<file path="src/include/bfb_regs.svh">
// Command codes, timing figures and pin positions for the boot flash bus host.
`ifndef BFB_REGS_SVH
`define BFB_REGS_SVH
`define BFB_CMD_ERASE_SETUP 8'h20
`define BFB_CMD_ERASE_CONFIRM 8'hd0
`define BFB_CMD_WRITE_SETUP 8'h40
`define BFB_CMD_READ_ARRAY 8'hff
`define BFB_CMD_IDENTIFY 8'h90
`define BFB_CLK_MHZ 40
`define BFB_ACCESS_NS 100
`define BFB_WE_LOW_NS 50
`define BFB_RP_LOW_NS 100
`define BFB_SYNC_STAGES 2
`define BFB_MIN_CYC(ns) ((((ns) * `BFB_CLK_MHZ) + 999) / 1000)
`define BFB_ADDR_PINS 18
`define BFB_TOP_DQ 15
`endif

</file>
<file path="src/include/bfb_pkg.sv">
// Types shared by the boot flash bus host modules.
package bfb_pkg;
  typedef enum logic [2:0] {
    BFB_OP_READ,
    BFB_OP_PROGRAM,
    BFB_OP_ERASE,
    BFB_OP_READ_ARRAY,
    BFB_OP_IDENT_CMD,
    BFB_OP_IDENT_HV
  } bfb_op_t;
  typedef enum logic [2:0] {
    BFB_ST_RESET,
    BFB_ST_IDLE,
    BFB_ST_SETUP,
    BFB_ST_STROBE,
    BFB_ST_HOLD,
    BFB_ST_GAP
  } bfb_state_t;
endpackage : bfb_pkg

</file>
<file path="src/logic/bfb_cycle_timer.sv">
// Down counter that times one strobe phase of a flash bus cycle.
`timescale 1ns/100ps
`default_nettype none
module bfb_cycle_timer (
  input wire logic ref_clk, // System clock.
  input wire logic reset_n, // Synchronous reset, active low.
  input wire logic load, // Load the count.
  input wire logic [7:0] loadVal, // Cycles left after the load cycle.
  output logic done // Count has reached zero.
);
  logic [7:0] count_r;

  always_ff @(posedge ref_clk) begin
    if (!reset_n) begin
      count_r <= 8'h00;
    end else if (load) begin
      count_r <= loadVal;
    end else if (count_r != 8'h00) begin
      count_r <= count_r - 8'h01;
    end
  end

  assign done = (count_r == 8'h00);
endmodule : bfb_cycle_timer
`default_nettype wire

</file>
<file path="src/logic/bfb_host.sv">
// Host controller that drives a boot-block flash through its parallel bus pins.
`timescale 1ns/100ps
`default_nettype none
`include "bfb_regs.svh"
module bfb_host (
  input wire logic ref_clk, // System clock, 40 MHz.
  input wire logic reset_n, // Synchronous reset, active low.
  input wire logic cmdValid, // Request valid.
  output logic cmdReady, // Request accepted when valid and ready.
  input wire bfb_pkg::bfb_op_t cmdOp, // Operation.
  input wire logic [18:0] cmdAddr, // Word address, or byte address in byte mode.
  input wire logic [15:0] cmdData, // Program data.
  input wire logic cmdBoot, // Target is the boot block.
  input wire logic cmdUseHv, // Unlock boot block by high voltage on reset pin.
  input wire logic wordMode, // Bus width, high for word mode.
  output logic rspValid, // One-cycle pulse with read data.
  output logic [15:0] rspData, // Read data.
  output logic chipSelN, // Chip select pin, active low.
  output logic outEnN, // Output enable pin, active low.
  output logic writeStrobeN, // Write strobe pin, active low.
  output logic reset_powerdown_n, // Reset and power-down pin, active low.
  output logic rpHighVoltage, // Raise reset pin to the high voltage level.
  output logic bootUnlock, // Boot unlock pin.
  output logic idVoltage, // Raise address pin 9 to the identification voltage.
  output logic widthSel, // Width select pin, high for word mode.
  output logic [17:0] addrPins, // Address pins.
  output logic [15:0] dqOut, // Data pin output values.
  output logic [15:0] dqOeN, // Data pin output enables, low drives.
  input wire logic [15:0] dqIn // Data pin levels.
);
  import bfb_pkg::*;

  localparam logic [7:0] RdCyc = 8'(`BFB_MIN_CYC(`BFB_ACCESS_NS) + `BFB_SYNC_STAGES);
  localparam logic [7:0] WeCyc = 8'(`BFB_MIN_CYC(`BFB_WE_LOW_NS));
  localparam logic [7:0] RpCyc = 8'(`BFB_MIN_CYC(`BFB_RP_LOW_NS));

  bfb_state_t state_r;
  bfb_op_t op_r;
  logic [18:0] addr_r;
  logic [15:0] cycData_r [2];
  logic [1:0] cycRead_r;
  logic lastIdx_r;
  logic cycIdx_r;
  logic boot_r;
  logic useHv_r;
  logic word_r;
  logic needArr_r;
  logic [7:0] rpCnt_r;
  logic [15:0] dqSync1_r;
  logic [15:0] dqSync2_r;
  logic [7:0] lastWr_r;
  logic timerDone;
  logic curRead;
  logic lastCyc;
  logic idRead;
  logic busy;

  function automatic logic [15:0] cmdWord(input logic [7:0] code);
    cmdWord = {8'h00, code};
  endfunction : cmdWord

  assign curRead = cycRead_r[cycIdx_r];
  assign lastCyc = (cycIdx_r == lastIdx_r);
  assign idRead = (op_r == BFB_OP_IDENT_CMD) || (op_r == BFB_OP_IDENT_HV);
  assign busy = (state_r == BFB_ST_SETUP) || (state_r == BFB_ST_STROBE)
                || (state_r == BFB_ST_HOLD);

  bfb_cycle_timer bfb_cycle_timer_inst (
    .ref_clk(ref_clk),
    .reset_n(reset_n),
    .load(state_r == BFB_ST_SETUP),
    .loadVal((curRead ? RdCyc : WeCyc) - 8'h01),
    .done(timerDone)
  );

  // Pin levels are sampled twice before use since the flash is outside this clock.
  always_ff @(posedge ref_clk) begin
    if (!reset_n) begin
      dqSync1_r <= 16'h0000;
      dqSync2_r <= 16'h0000;
    end else begin
      dqSync1_r <= dqIn;
      dqSync2_r <= dqSync1_r;
    end
  end

  // Sequencer: each request becomes one or two bus cycles.
  always_ff @(posedge ref_clk) begin
    if (!reset_n) begin
      state_r <= BFB_ST_RESET;
      rpCnt_r <= RpCyc;
      op_r <= BFB_OP_READ;
      addr_r <= 19'h00000;
      cycData_r[0] <= 16'h0000;
      cycData_r[1] <= 16'h0000;
      cycRead_r <= 2'h0;
      lastIdx_r <= 1'b0;
      cycIdx_r <= 1'b0;
      boot_r <= 1'b0;
      useHv_r <= 1'b0;
      word_r <= 1'b1;
    end else begin
      unique case (state_r)
        BFB_ST_RESET: begin
          rpCnt_r <= rpCnt_r - 8'h01;
          if (rpCnt_r == 8'h01) begin
            state_r <= BFB_ST_IDLE;
          end
        end
        BFB_ST_IDLE: begin
          if (cmdValid) begin
            op_r <= cmdOp;
            addr_r <= cmdAddr;
            boot_r <= cmdBoot;
            useHv_r <= cmdUseHv;
            word_r <= wordMode;
            cycIdx_r <= 1'b0;
            state_r <= BFB_ST_SETUP;
            unique case (cmdOp)
              BFB_OP_READ: begin
                cycData_r[0] <= cmdWord(`BFB_CMD_READ_ARRAY);
                cycRead_r <= needArr_r ? 2'b10 : 2'b01;
                lastIdx_r <= needArr_r;
              end
              BFB_OP_PROGRAM: begin
                cycData_r[0] <= cmdWord(`BFB_CMD_WRITE_SETUP);
                cycData_r[1] <= wordMode ? cmdData : {8'h00, cmdData[7:0]};
                cycRead_r <= 2'b00;
                lastIdx_r <= 1'b1;
              end
              BFB_OP_ERASE: begin
                cycData_r[0] <= cmdWord(`BFB_CMD_ERASE_SETUP);
                cycData_r[1] <= cmdWord(`BFB_CMD_ERASE_CONFIRM);
                cycRead_r <= 2'b00;
                lastIdx_r <= 1'b1;
              end
              BFB_OP_READ_ARRAY: begin
                cycData_r[0] <= cmdWord(`BFB_CMD_READ_ARRAY);
                cycRead_r <= 2'b00;
                lastIdx_r <= 1'b0;
              end
              BFB_OP_IDENT_CMD: begin
                cycData_r[0] <= cmdWord(`BFB_CMD_IDENTIFY);
                cycRead_r <= 2'b10;
                lastIdx_r <= 1'b1;
              end
              BFB_OP_IDENT_HV: begin
                cycRead_r <= 2'b01;
                lastIdx_r <= 1'b0;
              end
            endcase
          end
        end
        BFB_ST_SETUP: state_r <= BFB_ST_STROBE;
        BFB_ST_STROBE: begin
          if (timerDone) begin
            state_r <= BFB_ST_HOLD;
          end
        end
        BFB_ST_HOLD: state_r <= BFB_ST_GAP;
        BFB_ST_GAP: begin
          if (lastCyc) begin
            state_r <= BFB_ST_IDLE;
          end else begin
            cycIdx_r <= 1'b1;
            state_r <= BFB_ST_SETUP;
          end
        end
      endcase
    end
  end

  // Tracks whether the flash has left array-read mode.
  always_ff @(posedge ref_clk) begin
    if (!reset_n) begin
      needArr_r <= 1'b0;
    end else if (state_r == BFB_ST_GAP && lastCyc) begin
      if (op_r == BFB_OP_READ || op_r == BFB_OP_READ_ARRAY) begin
        needArr_r <= 1'b0;
      end else if (op_r != BFB_OP_IDENT_HV) begin
        needArr_r <= 1'b1;
      end
    end
  end

  // Read capture; sampling ends the strobe after access time plus sync delay.
  always_ff @(posedge ref_clk) begin
    if (!reset_n) begin
      rspValid <= 1'b0;
      rspData <= 16'h0000;
    end else begin
      rspValid <= (state_r == BFB_ST_STROBE) && timerDone && curRead;
      if ((state_r == BFB_ST_STROBE) && timerDone && curRead) begin
        rspData <= word_r ? dqSync2_r : {8'h00, dqSync2_r[7:0]};
      end
    end
  end

  // Last written low byte, watched by the checks below.
  always_ff @(posedge ref_clk) begin
    if (!reset_n) begin
      lastWr_r <= 8'h00;
    end else if (state_r == BFB_ST_HOLD && !curRead) begin
      lastWr_r <= dqOut[7:0];
    end
  end

  // Pin decode; data driven only while selected, writing, outputs off; in byte mode DQ15 is driven while selected, with byte address bit or 0 on id reads.
  always_comb begin
    cmdReady = (state_r == BFB_ST_IDLE);
    reset_powerdown_n = (state_r != BFB_ST_RESET);
    chipSelN = !busy;
    writeStrobeN = !((state_r == BFB_ST_STROBE) && !curRead);
    outEnN = !((state_r == BFB_ST_STROBE) && curRead);
    widthSel = word_r;
    idVoltage = busy && (op_r == BFB_OP_IDENT_HV);
    bootUnlock = busy && boot_r && !useHv_r && lastCyc;
    rpHighVoltage = busy && boot_r && useHv_r && lastCyc;
    if (idRead && curRead) begin
      addrPins = 18'(word_r ? addr_r[0] : addr_r[1]);
    end else if (word_r) begin
      addrPins = addr_r[17:0];
    end else begin
      addrPins = addr_r[18:1];
    end
    dqOut = cycData_r[cycIdx_r];
    dqOeN = 16'hffff;
    if (busy && !curRead) begin
      dqOeN[7:0] = 8'h00;
      if (word_r) begin
        dqOeN[15:8] = 8'h00;
      end
    end
    if (busy && !word_r) begin
      dqOut[`BFB_TOP_DQ] = (idRead && curRead) ? 1'b0 : addr_r[0];
      dqOeN[`BFB_TOP_DQ] = 1'b0;
    end
  end
endmodule : bfb_host
`default_nettype wire

</file>
<file path="config.mk">
export PLATFORM = sky130hd
export DESIGN_NAME = bfb_host
export DESIGN_NICKNAME = d
export VERILOG_FILES = /design/src/include/bfb_pkg.sv /design/src/logic/bfb_cycle_timer.sv /design/src/logic/bfb_host.sv
export VERILOG_INCLUDE_DIRS = /design/src /design/src/include
export SDC_FILE = /design/constraint.sdc
export NUM_CORES = 1
export LEC_CHECK = 0
export BUFFER_PORTS_ARGS = -buffer_cell sky130_fd_sc_hd__buf_2
export CORE_ASPECT_RATIO = 0.5
export CORE_MARGIN = 1
export CORE_UTILIZATION = 45
export DETAILED_ROUTE_END_ITERATION = 16
export GPL_ROUTABILITY_DRIVEN = 0
export PLACE_DENSITY = 0.72
export SYNTH_ARGS = -nofsm -noshare
export SYNTH_HDL_FRONTEND = slang
export SYNTH_SLANG_ARGS = --single-unit
export TNS_END_PERCENT = 30
</file>
<file path="constraint.sdc">
create_clock -name ref_clk -period 2.47 [get_ports ref_clk]
set_input_delay 0.1235 -clock ref_clk [delete_from_list [all_inputs] [get_ports ref_clk]]
set_output_delay 0.1235 -clock ref_clk [all_outputs]
set_load 0.01 [all_outputs]
</file>
Word-level counts from Yosys, hierarchy flattened
Memories as Yosys holds them, arrays and structs flattened. A register that Yosys moved wholly into a read port is not among the register bits.
Cells that the tools add are included.
- register bits after elaboration: 98
- RAM bits: 32
- input bits: 60
- output and inout port bits: 76
- word-level logic and storage cells: 151
- memories kept: 1
- add/sub/neg operators: 3
- magnitude comparators: 1
- eq/ne operators: 20
- muxes and demuxes: 63
- bitwise gates (word level): 7
- reductions and logical operators: 40
- memories (memory ; words ; bits a word ; rd ports ; clocked after Yosys merged registers in ; wr ports ; RTL line ; text):
    cycData_r ; 2 ; 16 ; 1 ; 1 ; 2 ; bfb_host.sv:40 ; logic [15:0] cycData_r [2];
- operators with widths (cell ; count):
    $mux 16 ; 10
    $mux 1 ; 38
    $mux 18 ; 2
    $mux 8 ; 3
    $eq 3x3->1 const B ; 6
    $pmux 3 s6 ; 1
    $sub 8x1->8 const B ; 2
    $eq 3x2->1 const B ; 5
    $logic_and 1x1->1 ; 14
    $mux 3 ; 4
    $logic_not 3->1 ; 3
    $eq 8x1->1 const B ; 1
    $logic_not 8->1 ; 1
    $ne 2x2->1 const B ; 4
    $pmux 2 s4 ; 1
    $reduce_bool 8->1 ; 1
    $or 1x1->1 ; 7
    $eq 3x1->1 const B ; 2
    $logic_not 1->1 ; 6
    $reduce_and 3->1 ; 2
    $reduce_bool 2->1 ; 3
    $reduce_or 3->1 ; 2
    $logic_or 1x1->1 ; 4
    $mux 2 ; 2
    9 further kinds ; 10

Longest topological paths before layout
- depth after elaboration: 11
- mapped depth: 7
- mapped depth without buffers: 5

Cells and area by module
From an unflattened synthesis, not the netlist that was laid out.
- cells, all modules: 574
- area, all modules: 5285.1 µm²
- by module, submodules not included (module ; times used ; cells each ; area an instance (µm²) ; sequential area each (µm²)):
    bfb_host ; 1 ; 523 ; 4827.1 ; 2412.3
    bfb_cycle_timer ; 1 ; 51 ; 457.9 ; 160.2

Worst setup path before layout
OpenSTA, ideal clock, no wires.
- path kind: register -> register
- start: register state_r[1]
- end: memory cycData_r[1][0], enable pin
- setup time: 0.414 ns
- arrival: 2.208 ns
- data required time: 2.056 ns
- setup slack: -0.153 ns
- cell stages (with the launch flop): 5
- path buffers: 2
- clock period less this slack: 2.623 ns
- cells stage by stage: dfxtp_1 buf_2 nand4bb_1 clkbuf_1 o31ai_1
- RTL lines (item ; RTL line ; text):
    from (decl) ; bfb_host.sv:37 ; bfb_state_t state_r;
    from (signal assigned) ; bfb_host.sv:90 ; state_r <= BFB_ST_RESET;
    from (signal assigned) ; bfb_host.sv:107 ; state_r <= BFB_ST_IDLE;
    from (signal assigned) ; bfb_host.sv:118 ; state_r <= BFB_ST_SETUP;
    to (decl) ; bfb_host.sv:40 ;

Worst setup path after layout
- start: register state_r[2]
- end: output port dqOut[15]
- longest elaborated chain between the ends: 5
- elaborated cells on any way between the ends: 7
- classes of those cells: eq/ne (3); mux (1); reduce/logical (3)
- RTL lines (item ; RTL line ; text):
    $eq 3x2->1 ; bfb_host.sv:65 ; assign busy = (state_r == BFB_ST_SETUP) || (state_r == BFB_ST_STROBE)
    $logic_or 1x1->1 ; bfb_host.sv:65 ;
    $logic_or 1x1->1 (*) ; bfb_host.sv:66 ; || (state_r == BFB_ST_HOLD);
    $logic_and 1x1->1 (*) ; bfb_host.sv:234 ; if (busy && !word_r) begin
    $mux 1 (*) ; bfb_host.sv:234 ;
    to (decl) ; bfb_host.sv:27 ; output logic [15:0] dqOut,
Mark *: on every way between the ends. The rest lies on a longest branch, timed or not.

==> impl_results.md <==
* Crit Reg-Reg Endpoint: cycData_r[1][5]
* Final Cycle Share at 88.1%
* Root Buffer: clkbuf_16
* Initial core utilization at 46.7%
* Hold WC Path Type: in2reg
* CP top delay family: flip-flops
* Max stage delay cell, worst path: dfxtp_1
* Synth area leaders: dfxtp_1 39%, edfxtp_1 11%, mux2i_1 7.3%
* Clock slew at reported path FFs at 0.05 ns
* DIE AREA at 12000 µm²
* Most frequent cells in the layout: 135 x buf_2, 100 x nand2_1, 100 x dfxtp_1
* Via count at 4327
* Leak at 0.00308 µW
* Clock power share at 44.8%
* Max incr delay on CP at 0.51 ns
* Pint at 4430 µW
* Synth Register Bits at 119
* Final setup viols at 0
* Hold Path End: cycData_r[1][8]
* Grt total ovfl at 0
* Fmax achieved at 460 MHz
* Drt first pass iters at 4
* Core outline area at 11100 µm²
* Power share of the combinational group at 16.7%
* Mapped Area at 5190 µm²
* Vias per inst at 4.94
* Ratio of cells with drive above 1 in the final layout at 26.3%
* Post-synth top flop: dfxtp_1
* CP Max Fanout at 12
* Number of synthesized flops with an enable pin at 19
* Worst path bufs/invs at 1
* Net Sw Frac at 25.4%
* WL/cell at 13.0 µm
* Power density over the cells at 855 nW/µm²
* Synth Area in XOR/XNOR at 0.844%
* Top cell type by total area after synthesis: dfxtp_1
* Max Cap Viol at 0
* Hold path cells at 2
* Vias in the first global route at 4073
* P&R area growth vs syn at 33.9%
* Compound-cell area share of the yosys netlist at 8.87%
* Crit path DAT at 2.05 ns
* Crit end category: output port
* Post-synth ARST share at 0%
* CTS Buf Count at 17
* NetSw at 1510 µW
* Cells after Synth at 559
* Initial antenna violation count at 0
* Largest family of logic cells by synthesized area: simple AND/OR/NAND/NOR gates
* Seq/Total Area, Yosys at 49.6%
* Syn. warnings at 0
* GR Util met2 at 34.1%
* GRT Resource Usage Total at 19.9%
* Die span in x at 154 µm
* Sequential power share at 38.5%
* Relative slew slack at 59.8%
* CTS Buffer Depth at 2
* HPWL Detailed at 7.37 mm
* Total power at 5950 µW
* Input/output buffers at 135
* First-pass GRT wire length at 19.0 mm
* Number of diodes at 0
* Worst EP required at 2.35 ns
* Largest net degree at the start of global routing at 54
* H-Tree Depth at 4
* Setup TNS Final at 0 ns
* Gr busiest metal: met2
* CTS tree: yes
* Critical path class: reg2out
* Cell Chain, Critical Path: or3b_2, a21oi_1, mux2i_1, buf_2
* Mapped Nets at 623
* Share of the synthesized area in the top cell type at 38.6%
* R2r startpoint: state_r[0]
* Status: finished clean
* Maximum VDD drop at 510 µV
* Yosys cell types at 57
* Simple-Gate Fraction of Synth Area at 26.2%
* Setup Skew at 0.0124 ns
* Startpoint Class: flop
* Mean Syn Cell Area at 9.29 µm²
* Layout Nets at 783
* Least-Margin Pin Slew at 0.598 ns
* Worst reg2reg setup slack at 0.68 ns
* R2R cell count at 3
* Min-delay src: cmdData[8]
* Unrepaired setup endpoints after global routing: no
* Final wirelength at 11.4 mm
* Mux cell area share after synthesis at 7.98%
* Initial drt markers at 272
* Met1 Resource Use GR at 24.6%
* Max Slew Vio Count at 0
* Num rows at 27
* Post-route ant nets at 0
* Leading cell type in the layout, fill and taps excluded: buf_2
* Worst-skew pair later-pin latency at 0.40 ns
* I/O pin count at 136
* M3 GR Usage at 4.64%
* DRC violation count after routing at 0
* Minimum clock period at 2.18 ns
* Die Span Y at 78.0 µm
* CTS sink cnt at 119
* Final Hold Viols at 0
* Adder-Cell Fraction of Synth Area at 0.964%
metal layers:
layer	part of all wire, %	wire length, µm
met1	46	5290
met3	4.2	473
met4	1.1	123
met2	48	5490
met5	0	0
synth_stat cells (all sizes together), types with 3 or more instances:
cell type and n:
inv 9, nor3b 3, and3b 5, mux2i 38
nor2b 4, and2 52, buf 21, nor3 5
and4b 4, mux2 3, nor4 3, or3b 3
edfxtp 19, nand3b 4, a21oi 42, dfxtp 100
nand2 100, nand3 13, o21ai 14, ha 4
or4 5, o211ai 4, or3 7, clkbuf 27
nor2 25, nand2b 13, xor2 3
layout make-up:
cell class | instances | area, µm²
inverters | 9 | 33.8
multi-input cells | 383 | 2330
well taps | 145 | 181
fillers | 944 | 4160
clock inverters | 10 | 165
clock buffers | 21 | 482
flip-flops and latches | 119 | 2570
repair buffers | 189 | 1190
flip-flops by register name (all words and copies together), names as in the netlist, named ones only:
name,count
useHv_r,1
rspValid,1
boot_r,1
addr_r,19
dqSync2_r,16
cycRead_r,2
state_r,3
op_r,3
lastIdx_r,1
bfb_cycle_timer_inst.count_r,8
cycIdx_r,1
rpCnt_r,8
needArr_r,1
cycData_r,20
dqSync1_r,16
rspData,16
widthSel,1
worst max-delay path by stage:
stage / from / end / slack [ns] / cells past startpoint
floorplan: state_r[1] / cycData_r[1][0] / 0.34 / 4
global placement: bfb_cycle_timer_inst.count_r[0] / rspData[11] / 0.74 / 7
detailed placement: state_r[0] / cycData_r[1][5] / 0.70 / 3
CTS: state_r[2] / dqOut[15] / 0.28 / 4
global route: state_r[2] / dqOeN[14] / 0.17 / 4
finish: state_r[2] / dqOut[15] / 0.29 / 4
worst reg2reg max path: stages (launching register included):
cell and delay [ns]:
dfxtp_1 0.51, nand4bb_1 0.38, nor4_1 0.57, and2_1 0.21
repair_timing:
action / CTS / global route
buffers inserted: 0 / 0
endpoints found under the hold margin: 42 / 0
hold buffers: 42 / 0
gates resized for setup: 0 / 0
per-stage QoR:
| step | area, µm² | hold WS, ns | utilization (%) | worst slack (ns) | std cells |
|---|---|---|---|---|---|
| after global placement | 5880 | 0.329 | 52.9 | 0.744 | 803 |
| after floorplan | 5200 | 0.251 | - | 0.340 | 559 |
| final | 6950 | 0.0163 | 62.5 | 0.294 | 876 |
| after detailed placement | 5880 | 0.332 | 52.9 | 0.700 | 803 |
| after CTS | 6950 | 0.000942 | 62.5 | 0.279 | 876 |
| after global routing | 6950 | 0.0109 | 62.5 | 0.173 | 876 |
power by group through the flow:
stage / Sequential (µW) / Clock, µW / Combinational [µW]
after detailed placement: 2330 / 0 / 938
after floorplan: 2280 / 0 / 691
final: 2290 / 2660 / 994
after global routing: 2310 / 2810 / 1120
after global placement: 2310 / 0 / 918
after CTS: 2290 / 2710 / 995
cells by family (layout without fill, tap and decap cells):
family                   Yosys count  after routing
AND/OR/NAND/NOR                  256            256
flip-flops                       119            119
AO/OA/AOI/OAI                     77             77
buffers and inverters             57            229
multiplexers                      41             41
XOR/XNOR                           5              5
adder cells (fa/ha/maj)            4              4
(Power assumes the default switching activity.)
